$ cat config.mk
export PLATFORM = sky130hd
export DESIGN_NAME = rmc_port
export DESIGN_NICKNAME = d
export VERILOG_FILES = /design/src/hw/rmc_pkg.sv /design/src/hw/rmc_port.sv
export VERILOG_INCLUDE_DIRS = /design/src /design/src/hw
export SDC_FILE = /design/constraint.sdc
export NUM_CORES = 2
export LEC_CHECK = 0
export ABC_AREA = 1
export BUFFER_PORTS_ARGS = -buffer_cell sky130_fd_sc_hd__buf_2
export CAP_MARGIN = 20
export CORE_UTILIZATION = 45
export CTS_BUF_LIST = sky130_fd_sc_hd__clkbuf_4 sky130_fd_sc_hd__clkbuf_8
export CTS_CLUSTER_SIZE = 10
export DETAILED_ROUTE_END_ITERATION = 12
export PLACE_DENSITY = 0.66
export SKIP_CTS_REPAIR_TIMING = 1
export SLEW_MARGIN = 30
export SYNTH_ARGS = -nofsm -noshare
export SYNTH_HDL_FRONTEND = slang
export SYNTH_SLANG_ARGS = --single-unit
$ cat constraint.sdc
create_clock -name clk -period 5.8 [get_ports clk]
set_input_delay 0.87 -clock clk [delete_from_list [all_inputs] [get_ports clk]]
set_output_delay 0.87 -clock clk [all_outputs]
set_load 0.01 [all_outputs]
$ cat src/hw/rmc_defs.svh
// Constants of the radio modem host command port
`ifndef RMC_DEFS_SVH
`define RMC_DEFS_SVH

// Framing characters
`define RMC_CH_PFX    8'h40
`define RMC_CH_CR     8'h0d
`define RMC_CH_LF     8'h0a
`define RMC_CH_STAR   8'h2a
`define RMC_CH_EQ     8'h3d
`define RMC_CH_ESC    8'h1b
`define RMC_CH_SP     8'h20
`define RMC_CH_D      8'h44
`define RMC_CH_T      8'h54
`define RMC_CH_M      8'h4d
`define RMC_CH_B      8'h42
`define RMC_CH_I      8'h49
`define RMC_CH_X      8'h58
`define RMC_CH_E      8'h45
`define RMC_CH_R      8'h52
`define RMC_CH_C      8'h43
`define RMC_CH_S      8'h53
`define RMC_CH_0      8'h30
`define RMC_CH_1      8'h31

// Sizes
`define RMC_BUF_DEPTH 255
`define RMC_VAL_MAX   4

// Times in their own units
`define RMC_CLK_HZ       25000000
`define RMC_BOOT_MS      100
`define RMC_WIN_BASE_US  5000
`define RMC_WIN_BYTE_US  2080
`define RMC_AIR_BPS      4800

// Derived cycle counts
`define RMC_BOOT_CYC     ((`RMC_CLK_HZ / 1000) * `RMC_BOOT_MS)
`define RMC_WIN_BASE_CYC ((`RMC_CLK_HZ / 1000000) * `RMC_WIN_BASE_US)
`define RMC_WIN_BYTE_CYC ((`RMC_CLK_HZ / 1000000) * `RMC_WIN_BYTE_US)
`define RMC_AIR_DIV      (`RMC_CLK_HZ / `RMC_AIR_BPS)

`endif

$ cat src/hw/rmc_pkg.sv
// Types of the radio modem host command port
package rmc_pkg;

  // Operating mode
  typedef enum logic [1:0] {
    M_CMD = 2'h0,
    M_TXT = 2'h1,
    M_BIN = 2'h3
  } rmc_mode_e;

  // Command line parser, Gray in listed order
  typedef enum logic [2:0] {
    P_IDLE = 3'h0,
    P_N0   = 3'h1,
    P_N1   = 3'h3,
    P_ARG  = 3'h2,
    P_CNT  = 3'h6,
    P_SEP  = 3'h7,
    P_PAY  = 3'h5,
    P_END  = 3'h4
  } rmc_pst_e;

  // Received radio frame descriptor
  typedef struct packed {
    logic       err;   // Radio check failed
    logic       relay; // Not addressed to us
    logic [1:0] kind;  // 0 plain, 1 variant c, 2 variant s
    logic [7:0] len;   // Payload bytes
  } rmc_rfi_s;

  // One response line
  typedef struct packed {
    logic [7:0]      n0;
    logic [7:0]      n1;
    logic [3:0][7:0] val;
    logic [2:0]      nval;
    logic [7:0]      ndata;
  } rmc_rsp_s;

endpackage

$ cat src/hw/rmc_port.sv
// Host command port of the radio modem: parser, modes, buffers, responses
// Notes on behaviour
// RULE1 - Command: 40h, two letters, parameters, 0Dh
// RULE2 - Response opens with asterisk and command name
// RULE3 - Then equals, value bytes, closing 0Dh 0Ah
// RULE4 - Exactly one response or error per command
// RULE5 - Host waits for response before next command
// RULE6 - RTS low when accepting, high when full
// RULE7 - Serial output only while CTS low
// RULE8 - Binary mode: mode command, pin low; pin high exits
// RULE9 - Text mode: mode command, pin low; pin high exits
// RULE10 - Escape byte 1Bh leaves text mode
// RULE11 - Commands ignored for 100 ms after power-up
// RULE12 - Errored radio frames dropped without any report
// RULE13 - Send count is two hex digits, echoed
// RULE14 - Two alternating 255-byte send buffers
// RULE15 - Receive by default, transmit when buffer loaded
// RULE16 - Continuous transmit window 5 ms plus 2.08 ms/byte
// RULE17 - Reports named data, variant c or variant s
// RULE18 - Air bit rate fixed at 4800 bps
// RULE19 - Relayed frames forwarded, never reported to host
// RULE20 - Host should prefer acknowledged send variant
// RULE21 - Host resyncs on CR LF and next asterisk
`timescale 1ns/1ps
`default_nettype none
`include "rmc_defs.svh"

module rmc_port #(
  parameter int DEPTH    = `RMC_BUF_DEPTH,
  parameter int BOOT_CYC = `RMC_BOOT_CYC,
  parameter int WIN_BASE = `RMC_WIN_BASE_CYC,
  parameter int WIN_BYTE = `RMC_WIN_BYTE_CYC,
  parameter int AIR_DIV  = `RMC_AIR_DIV
) (
  // Clock and reset
  input  wire logic             clk,
  input  wire logic             nrst,
  // Host serial bytes (UART on this clock)
  input  wire logic             rx_valid,
  input  wire logic [7:0]       rx_data,
  output logic                  ser_tx_valid,
  output logic [7:0]            ser_tx_data,
  input  wire logic             ser_tx_ready,
  // Host pins
  output logic                  rts_n,
  input  wire logic             cts_n,
  input  wire logic             mode_pin,
  // Radio receive side
  input  wire logic             rf_rx_valid,
  input  wire rmc_pkg::rmc_rfi_s rf_rx,
  output logic                  rf_rx_ack,
  output logic                  relay_fwd,
  output logic [7:0]            rf_rd_idx,
  input  wire logic [7:0]       rf_rd_data,
  // Radio transmit side
  output logic                  rf_tx_start,
  output logic                  rf_tx_sel,
  output logic [7:0]            rf_tx_len,
  input  wire logic [7:0]       rf_tx_rd_idx,
  output logic [7:0]            rf_tx_data,
  input  wire logic             rf_tx_done,
  output logic                  tx_mode,
  output logic                  air_tick
);

  // Hex digit helpers
  function automatic logic hex_ok(input logic [7:0] c);
    return (c >= 8'h30 && c <= 8'h39) || (c >= 8'h41 && c <= 8'h46)
        || (c >= 8'h61 && c <= 8'h66);
  endfunction
  function automatic logic [3:0] hex_val(input logic [7:0] c);
    return (c <= 8'h39) ? c[3:0] : 4'(c[3:0] + 4'h9);
  endfunction
  function automatic logic [7:0] hex_chr(input logic [3:0] n);
    return (n < 4'ha) ? 8'h30 + {4'h0, n} : 8'h37 + {4'h0, n};
  endfunction

  // Pin synchronisers and edge history
  logic cts_s1_q, cts_s2_q, mode_s1_q, mode_s2_q, mode_d_q;
  // Blackout, mode and parser state
  logic [21:0]        boot_cnt_q;
  logic               boot_q;
  rmc_pkg::rmc_mode_e mode_q, pend_q;
  rmc_pkg::rmc_pst_e  pst_q;
  logic [7:0]         n0_q, n1_q, cnt_q, widx_q;
  logic [3:0][7:0]    val_q;
  logic [2:0]         nval_q;
  logic               hi_q, bad_q, cmd_req_q;
  // Send buffers and radio launcher
  logic [7:0]         buf_q [2][DEPTH];
  logic [1:0]         loaded_q;
  logic [7:0]         blen_q [2];
  logic               fptr_q, lptr_q, busy_q;
  logic [23:0]        win_q;
  logic [12:0]        air_cnt_q;
  // Response emitter
  rmc_pkg::rmc_rsp_s  rsp_q;
  logic               act_q, is_cmd_q, gap_q;
  logic [8:0]         pos_q;

  // Shared combinational terms
  logic       rx_ok, dctl, wr_en, commit, mode_rise, cmd_take, cmd_busy;
  logic [7:0] c_len, obyte;
  logic [8:0] last, dpos;

  assign rx_ok     = rx_valid && !boot_q; // [RULE11]
  assign mode_rise = mode_s2_q && !mode_d_q;
  assign dctl      = mode_q == rmc_pkg::M_TXT
                  && (rx_data == `RMC_CH_CR || rx_data == `RMC_CH_ESC);
  assign cmd_take  = !act_q && cmd_req_q;
  assign cmd_busy  = cmd_req_q || (act_q && is_cmd_q);

  // Payload lands in the buffer the fill pointer names, never a loaded one
  assign wr_en = rx_ok && !loaded_q[fptr_q]
              && ((mode_q == rmc_pkg::M_CMD && pst_q == rmc_pkg::P_PAY)
               || (mode_q != rmc_pkg::M_CMD && !dctl)); // [RULE14]
  // Hand a buffer to the radio at the send line's CR, or in data modes
  always_comb begin
    commit = 1'b0;
    c_len  = cnt_q;
    if (mode_q == rmc_pkg::M_CMD) begin
      commit = rx_ok && pst_q == rmc_pkg::P_END && rx_data == `RMC_CH_CR
            && !bad_q;
    end else begin
      c_len  = wr_en ? widx_q + 8'h01 : widx_q;
      commit = (wr_en && widx_q == 8'(DEPTH - 1))
            || (widx_q != 8'h00 && ((rx_ok && dctl) || mode_rise));
    end
  end

  // Two-flop synchronisers; idle high so nothing moves before sampling
  always_ff @(posedge clk or negedge nrst) begin
    if (!nrst) begin
      cts_s1_q  <= 1'b1;
      cts_s2_q  <= 1'b1;
      mode_s1_q <= 1'b1;
      mode_s2_q <= 1'b1;
      mode_d_q  <= 1'b1;
    end else begin
      cts_s1_q  <= cts_n;
      cts_s2_q  <= cts_s1_q;
      mode_s1_q <= mode_pin;
      mode_s2_q <= mode_s1_q;
      mode_d_q  <= mode_s2_q;
    end
  end

  // Power-up blackout
  always_ff @(posedge clk or negedge nrst) begin
    if (!nrst) begin
      boot_cnt_q <= 22'h000000;
      boot_q     <= 1'b1;
    end else if (boot_q) begin
      boot_cnt_q <= boot_cnt_q + 22'h000001;
      if (boot_cnt_q == 22'(BOOT_CYC - 1)) boot_q <= 1'b0; // [RULE11]
    end
  end

  // Mode switching; pin high always wins back command mode
  always_ff @(posedge clk or negedge nrst) begin
    if (!nrst) begin
      mode_q <= rmc_pkg::M_CMD;
      pend_q <= rmc_pkg::M_CMD;
    end else begin
      if (mode_s2_q) begin
        mode_q <= rmc_pkg::M_CMD; // [RULE8] [RULE9]
      end else if (mode_d_q && pend_q != rmc_pkg::M_CMD) begin
        mode_q <= pend_q; // Falling pin after the mode command
        pend_q <= rmc_pkg::M_CMD;
      end else if (mode_q == rmc_pkg::M_TXT && rx_ok
                   && rx_data == `RMC_CH_ESC) begin
        mode_q <= rmc_pkg::M_CMD; // [RULE10]
      end
      if (rx_ok && mode_q == rmc_pkg::M_CMD && pst_q == rmc_pkg::P_ARG
          && rx_data == `RMC_CH_CR && n0_q == `RMC_CH_M
          && n1_q == `RMC_CH_D && nval_q == 3'h2) begin
        if (val_q[0] == `RMC_CH_B && val_q[1] == `RMC_CH_I)
          pend_q <= rmc_pkg::M_BIN; // [RULE8]
        else if (val_q[0] == `RMC_CH_T && val_q[1] == `RMC_CH_X)
          pend_q <= rmc_pkg::M_TXT; // [RULE9]
      end
    end
  end

  // Command line parser; a CR anywhere in a line except the payload ends it with a response
  always_ff @(posedge clk or negedge nrst) begin
    if (!nrst) begin
      pst_q     <= rmc_pkg::P_IDLE;
      n0_q      <= 8'h00;
      n1_q      <= 8'h00;
      val_q     <= '0;
      nval_q    <= 3'h0;
      cnt_q     <= 8'h00;
      hi_q      <= 1'b0;
      bad_q     <= 1'b0;
      cmd_req_q <= 1'b0;
      widx_q    <= 8'h00;
    end else begin
      if (cmd_take) cmd_req_q <= 1'b0;
      // Write index follows payload and resets on hand-over
      if (commit) widx_q <= 8'h00;
      else if (wr_en) widx_q <= widx_q + 8'h01;
      if (rx_ok && mode_q == rmc_pkg::M_CMD) begin
        if (pst_q != rmc_pkg::P_IDLE && pst_q != rmc_pkg::P_PAY
            && rx_data == `RMC_CH_CR) begin
          pst_q     <= rmc_pkg::P_IDLE;
          cmd_req_q <= 1'b1; // [RULE4]
          // Short lines or a missing count earn an error response
          if (pst_q == rmc_pkg::P_N0 || pst_q == rmc_pkg::P_N1
              || pst_q == rmc_pkg::P_CNT
              || (pst_q == rmc_pkg::P_SEP && cnt_q != 8'h00))
            bad_q <= 1'b1;
        end else begin
          case (pst_q)
            rmc_pkg::P_IDLE: begin
              // Prefix opens a line; refused while a response is owed
              if (rx_data == `RMC_CH_PFX && !cmd_busy) begin // [RULE1] [RULE5]
                pst_q  <= rmc_pkg::P_N0;
                nval_q <= 3'h0;
                bad_q  <= 1'b0;
                hi_q   <= 1'b0;
                cnt_q  <= 8'h00;
              end
            end
            rmc_pkg::P_N0: begin
              n0_q  <= rx_data;
              pst_q <= rmc_pkg::P_N1;
            end
            rmc_pkg::P_N1: begin
              n1_q  <= rx_data;
              pst_q <= (n0_q == `RMC_CH_D && rx_data == `RMC_CH_T)
                     ? rmc_pkg::P_CNT : rmc_pkg::P_ARG;
            end
            rmc_pkg::P_ARG: begin
              // Keep up to four argument characters for the echo
              if (rx_data != `RMC_CH_SP && nval_q < 3'h4) begin
                val_q[nval_q[1:0]] <= rx_data;
                nval_q <= nval_q + 3'h1;
              end
            end
            rmc_pkg::P_CNT: begin
              if (rx_data == `RMC_CH_SP && !hi_q) begin
                // Leading blank before the count
              end else if (!hex_ok(rx_data)) begin
                bad_q <= 1'b1;
                pst_q <= rmc_pkg::P_END;
              end else begin
                cnt_q <= {cnt_q[3:0], hex_val(rx_data)}; // [RULE13]
                val_q[nval_q[1:0]] <= rx_data; // Echoed count
                nval_q <= nval_q + 3'h1;
                hi_q   <= 1'b1;
                if (hi_q) pst_q <= rmc_pkg::P_SEP;
              end
            end
            rmc_pkg::P_SEP: begin
              // One blank between count and payload; no free buffer is an error
              if (rx_data != `RMC_CH_SP || loaded_q[fptr_q]) bad_q <= 1'b1;
              pst_q <= (cnt_q == 8'h00) ? rmc_pkg::P_END : rmc_pkg::P_PAY;
            end
            rmc_pkg::P_PAY: begin
              // Exactly the counted bytes, CR included if sent
              if (widx_q == cnt_q - 8'h01) pst_q <= rmc_pkg::P_END;
            end
            rmc_pkg::P_END: begin
              bad_q <= 1'b1; // Anything but CR after the payload
            end
            default: pst_q <= rmc_pkg::P_IDLE;
          endcase
        end
      end
    end
  end

  // Buffer storage, no reset needed for data
  always_ff @(posedge clk) begin
    if (wr_en) buf_q[fptr_q][widx_q] <= rx_data; // [RULE14]
    rf_tx_data <= buf_q[rf_tx_sel][rf_tx_rd_idx];
  end

  // Buffer ownership and radio launch, alternating to keep order
  always_ff @(posedge clk or negedge nrst) begin
    if (!nrst) begin
      loaded_q    <= 2'b00;
      blen_q      <= '{8'h00, 8'h00};
      fptr_q      <= 1'b0;
      lptr_q      <= 1'b0;
      busy_q      <= 1'b0;
      rf_tx_start <= 1'b0;
      rf_tx_sel   <= 1'b0;
      rf_tx_len   <= 8'h00;
    end else begin
      rf_tx_start <= 1'b0;
      if (commit) begin
        loaded_q[fptr_q] <= 1'b1;
        blen_q[fptr_q]   <= c_len;
        fptr_q           <= !fptr_q; // [RULE14]
      end
      if (busy_q && rf_tx_done) begin
        loaded_q[lptr_q] <= 1'b0;
        busy_q           <= 1'b0;
        lptr_q           <= !lptr_q;
      end else if (!busy_q && loaded_q[lptr_q]) begin
        busy_q      <= 1'b1;
        rf_tx_start <= 1'b1; // [RULE15]
        rf_tx_sel   <= lptr_q;
        rf_tx_len   <= blen_q[lptr_q];
      end
    end
  end

  // Continuous window, then back to receive
  always_ff @(posedge clk or negedge nrst) begin
    if (!nrst) begin
      win_q   <= 24'h000000;
      tx_mode <= 1'b0; // [RULE15]
    end else begin
      if (commit)
        win_q <= 24'(WIN_BASE) + 24'(WIN_BYTE) * {16'h0000, c_len}; // [RULE16]
      else if (win_q != 24'h000000)
        win_q <= win_q - 24'h000001;
      if (!busy_q && loaded_q[lptr_q])
        tx_mode <= 1'b1;
      else if (!busy_q && loaded_q == 2'b00 && win_q == 24'h000000)
        tx_mode <= 1'b0; // [RULE16]
    end
  end

  // Air bit strobe for the radio core
  always_ff @(posedge clk or negedge nrst) begin
    if (!nrst) begin
      air_cnt_q <= 13'h0000;
      air_tick  <= 1'b0;
    end else begin
      air_tick  <= air_cnt_q == 13'(AIR_DIV - 1); // [RULE18]
      air_cnt_q <= (air_cnt_q == 13'(AIR_DIV - 1))
                 ? 13'h0000 : air_cnt_q + 13'h0001;
    end
  end

  // Pin driven from buffer state; high during blackout
  always_ff @(posedge clk or negedge nrst) begin
    if (!nrst) rts_n <= 1'b1;
    else rts_n <= boot_q || loaded_q[fptr_q]; // [RULE6]
  end

  // Byte at the current position of the response line
  assign last = 9'h005 + {6'h00, rsp_q.nval} + {1'b0, rsp_q.ndata};
  assign dpos = pos_q - 9'h004 - {6'h00, rsp_q.nval};
  always_comb begin
    if (pos_q == 9'h000) obyte = `RMC_CH_STAR; // [RULE2]
    else if (pos_q == 9'h001) obyte = rsp_q.n0;
    else if (pos_q == 9'h002) obyte = rsp_q.n1;
    else if (pos_q == 9'h003) obyte = `RMC_CH_EQ; // [RULE3]
    else if (pos_q < 9'h004 + {6'h00, rsp_q.nval})
      obyte = rsp_q.val[pos_q[1:0]];
    else if (pos_q < last - 9'h001) obyte = rf_rd_data;
    else if (pos_q == last - 9'h001) obyte = `RMC_CH_CR; // [RULE3]
    else obyte = `RMC_CH_LF;
  end

  // Response emitter; a command answer goes before a waiting report
  always_ff @(posedge clk or negedge nrst) begin
    if (!nrst) begin
      rsp_q        <= '0;
      act_q        <= 1'b0;
      is_cmd_q     <= 1'b0;
      gap_q        <= 1'b0;
      pos_q        <= 9'h000;
      ser_tx_valid <= 1'b0;
      ser_tx_data  <= 8'h00;
      rf_rx_ack    <= 1'b0;
      relay_fwd    <= 1'b0;
    end else begin
      rf_rx_ack <= 1'b0;
      relay_fwd <= 1'b0;
      if (cmd_take) begin
        act_q    <= 1'b1;
        is_cmd_q <= 1'b1;
        pos_q    <= 9'h000;
        gap_q    <= 1'b0;
        rsp_q.n0 <= bad_q ? `RMC_CH_E : n0_q; // [RULE4]
        rsp_q.n1 <= bad_q ? `RMC_CH_R : n1_q;
        rsp_q.val <= bad_q ? {16'h0000, `RMC_CH_1, `RMC_CH_0} : val_q;
        rsp_q.nval <= bad_q ? 3'h2 : nval_q;
        rsp_q.ndata <= 8'h00;
      end else if (!act_q && rf_rx_valid && !rf_rx_ack) begin
        if (rf_rx.err || rf_rx.relay) begin
          rf_rx_ack <= 1'b1; // [RULE12] [RULE19]
          relay_fwd <= rf_rx.relay && !rf_rx.err; // [RULE19]
        end else begin
          act_q    <= 1'b1;
          is_cmd_q <= 1'b0;
          pos_q    <= 9'h000;
          gap_q    <= 1'b0;
          rsp_q.n0 <= `RMC_CH_D;
          rsp_q.n1 <= (rf_rx.kind == 2'h1) ? `RMC_CH_C
                    : (rf_rx.kind == 2'h2) ? `RMC_CH_S : `RMC_CH_R; // [RULE17]
          rsp_q.val <= {16'h0000, hex_chr(rf_rx.len[3:0]),
                        hex_chr(rf_rx.len[7:4])};
          rsp_q.nval  <= 3'h2;
          rsp_q.ndata <= rf_rx.len;
        end
      end else if (act_q) begin
        if (ser_tx_valid) begin
          if (ser_tx_ready) begin
            ser_tx_valid <= 1'b0;
            gap_q        <= 1'b1; // Lets the radio read index settle
            pos_q        <= pos_q + 9'h001;
            if (pos_q == last) begin
              act_q     <= 1'b0;
              rf_rx_ack <= !is_cmd_q;
            end
          end
        end else if (gap_q) begin
          gap_q <= 1'b0;
        end else if (!cts_s2_q) begin
          ser_tx_valid <= 1'b1; // [RULE7]
          ser_tx_data  <= obyte;
        end
      end
    end
  end

  // Radio data read index follows the line position
  always_ff @(posedge clk or negedge nrst) begin
    if (!nrst) rf_rd_idx <= 8'h00;
    else rf_rd_idx <= dpos[7:0];
  end
endmodule

`default_nettype wire

==> out/summary.md <==
The run gives 0.252 as the all-layer global routing usage. The tools report the total number of vias as 123000. In this run the mean area of a mapped cell was 12.1 um^2. The number of nets in the synthesized netlist is 14900.

The CTS root buffer was clkbuf_8. The final hold violation count came out at 0. Entering global routing, the biggest net connects 173 pins.

STA classifies the critical path endpoint as a flop. The share of post-route cells with drive strength above 1 came out at 0.141. The worst register-to-register path begins at fptr_q. The tools report the post-route worst hold slack as 57.9 ps.

Across the VDD grid, the largest voltage drop is 0.000497 V. The post-route fraction of the period consumed by the critical path came out at 0.945. The logs give 320 ps for the register-to-register setup slack and 180000 um^2 for the post-synthesis instance area.

The ratio of total power to cell area was 369 nW/um^2. The first detailed-routing pass took 8 iterations. The share of the core filled with cells was 0.513; the flip-flop and latch count after synthesis was 4354. From synthesis to final layout, the design area changed by 13.2%. The number of warnings reported in the yosys synthesis log came out at 0. Async set-reset flop share out of synthesis: 0.0611. By startpoint and endpoint, the worst setup path is classified as flop to flop.

TritonCTS built the clock tree. Setup total negative slack on the finished layout was measured at 0 ps. The internal power of the cells totals 52100 uW. The post-synthesis sequential area ratio is 0.720. The biggest fanout along the worst timing path was 4. On the critical path, the stage with the largest delay is an instance of dfrtp_4.

The site row count came out at 231. For the worst setup path, the data arrival time is 6630 ps. At the pin with the least slew margin, the transition time is 1080 ps.

Counting the buffers created by CTS gives 692. The most critical setup path has its startpoint at fptr_q. The final number of max-transition violations came out at 0.

The floorplan step defined a die boundary enclosing 402000 um^2. At the worst endpoint, the required time is 6950 ps. After detailed placement, the design holds a cell count of 19800. The number of DRC violations after detailed-routing iteration 0 came out at 14100. The library cell used most frequently in the layout, excluding fill and tap cells, is edfxtp_1. The area of the core region is 397000 um^2, and the clock-pin slew on the worst setup and hold paths is 60 ps. The wire length of the first global-routing pass was 763 mm. In this run the count of I/O pins placed on the die edge is 84. The height of the die was 634 um.

Measured along the x axis, the die boundary spans 634 um. Yosys mapped the design onto 73 distinct sky130hd cell types. The fraction of synthesized cell area taken by the top area cell type works out to 0.682. Summed over all instances, the cell type with the most area after synthesis is edfxtp_1.

The worst register-to-register path ends at win_q[22]. Setup violations remaining at the end of the flow were counted as 0. The logs give 0.910 for the final weighted congestion in routability-driven placement and 4354 for the number of clock sinks. The wire-length estimate of the detail-placed layout is 298 mm. The tightest slew margin relative to the limit was 0.280. Counting flops with a built-in enable in the synthesized netlist gives 4080. The insertion delay to the later sink of the worst-skew pair was 1260 ps; the switching power share of the total was 0.305.

The detailed-route DRC error count is 0, and the number of maximum-capacitance violations is 0. In the synthesized netlist, the number of instances is 14800. Across the routed clock network, the largest skew measured is 76.8 ps. In this run the number of H-tree levels came out at 6. The worst path in the final design needs a cycle of 5480 ps, including I/O delays and setup. The clock group share of total power was 0.346; the final cell count without fillers was 21100.

The run gives 15500 as the net count of the finished layout. The primary flip-flop cell chosen by synthesis mapping was edfxtp_1. The relative contribution of sequential cells to total power was 0.467; the number of cell instances on the worst register-to-register path was 32. The flow ran to the end, and the final reports show no timing, DRC or antenna violations. The worst setup path is launched from a flop. The clock passes through at most 4 buffers. Summed over all cells, the static leakage comes to 0.0699 uW. For the number of global-route vias before repair, the log shows 117000.

In this run the worst setup path terminates at win_q[22]. The worst hold path belongs to the class input port to flop. The routed design has 519 mm of wire. After detailed routing, the number of vias per cell comes to 5.82. The net switching power was 22900 uW; the total of buffers placed on input and output ports was 83.

The tools report the effective utilization at floorplan as 0.453. Dividing the detail-routed wire length by the instance count gives 24.6 um. Combinational power share: 0.187. The detail route stage leaves a number of antenna-violating nets equal to 0. For the number of antenna violations at the first check in global routing, the log shows 22.

The maximum achievable frequency is 182 MHz. Global route total overflow: 0. The library cell appearing most often on the critical path is nand2_1.

In the layout the commonest cells are edfxtp_1 (4080), nand2_1 (2229), o21ai_0 (1650). After synthesis, the cell types taking the most area are edfxtp_1 (68%), nand2_1 (4.7%), o21ai_0 (4.6%). Largest stage delay on the critical path: 520 ps.
[Yosys cell counts (all sizes together) (114+ instances only)]
master	count
mux2i	114
nand3	802
nor3	682
inv	343
buf	509
o21ai	1680
a21oi	580
edfxtp	4080
o22ai	772
clkbuf	546
nand2	2249
dfrtp	259
nor2	1675
o211ai	122
[stage by stage]
stage	worst slack, ps	power, uW	cell area (um^2)
floorplan	7.01	44900	180000
global placement	-766	49200	189000
detailed placement	-743	49500	189000
CTS	16.9	75100	203000
global route	-7.31	77800	203000
finish	320	75000	203000
[state kept, by name, indices dropped and copies added (netlist names), 9 cells and up]
name	flops
blen_q	16
val_q	32
buf_q	4080
win_q	24
pos_q	9
boot_cnt_q	22
rsp_q	59
air_cnt_q	13
[layer usage]
layer,up-vias,track usage,share of wire
li1,54900,-,-
met1,60300,0.343,0.39
met2,6344,0.399,0.46
met3,1099,0.0482,0.10
met4,6,0.108,0.045
met5,-,0,0.000065
[power groups by stage]
stage | sequential, uW | clock (uW) | combinational, uW
final | 35000 | 26000 | 14000
after global routing | 35000 | 27500 | 15300
after CTS | 35000 | 26200 | 13800
after detailed placement | 35600 | 0 | 13800
after global placement | 35600 | 0 | 13600
after floorplan | 35500 | 0 | 9450
[final cells by class]
cell class                      instances  area, um^2
Antenna cell                           11        27.5
Clock buffer                          985       11900
Clock inverter                        234        1660
Fill cell                           33800      193000
Inverter                              346        1370
Multi-Input combinational cell       9030       45000
Sequential cell                      4354      129000
Tap cell                             5242        6560
Timing Repair Buffer                  885        7400
[worst max-delay path, delay by kind of cell (launching register included)]
family	cells	cell delay, ps
adder cells (fa/ha/maj)	5	2060
XOR/XNOR	1	220
flip-flops	1	520
AO/OA/AOI/OAI	3	460
AND/OR/NAND/NOR	18	1710
buffers and inverters	5	420
[cell families after synthesis]
logic type               Yosys count  synth area share
XOR/XNOR                          87           0.00424
AO/OA/AOI/OAI                   3240            0.0992
multiplexers                     115           0.00642
buffers and inverters           1401            0.0339
AND/OR/NAND/NOR                 5479             0.128
adder cells (fa/ha/maj)          109           0.00835
flip-flops                      4354             0.720
[worst min-delay path by stage]
| stage | from | end | cells after the start |
|---|---|---|---|
| 3_5_place_dp | cts_s1_q | cts_s2_q | 0 |
| 4_1_cts | nrst | rf_tx_start | 1 |
| 3_3_place_gp | mode_s1_q | mode_s2_q | 0 |
| 6_report | rf_rx[5] | rsp_q[5] | 3 |
| 5_1_grt | rf_rx[5] | rsp_q[14] | 4 |
| 2_1_floorplan | cts_s1_q | cts_s2_q | 0 |
Note: power is estimated with default switching activity, not from simulation.
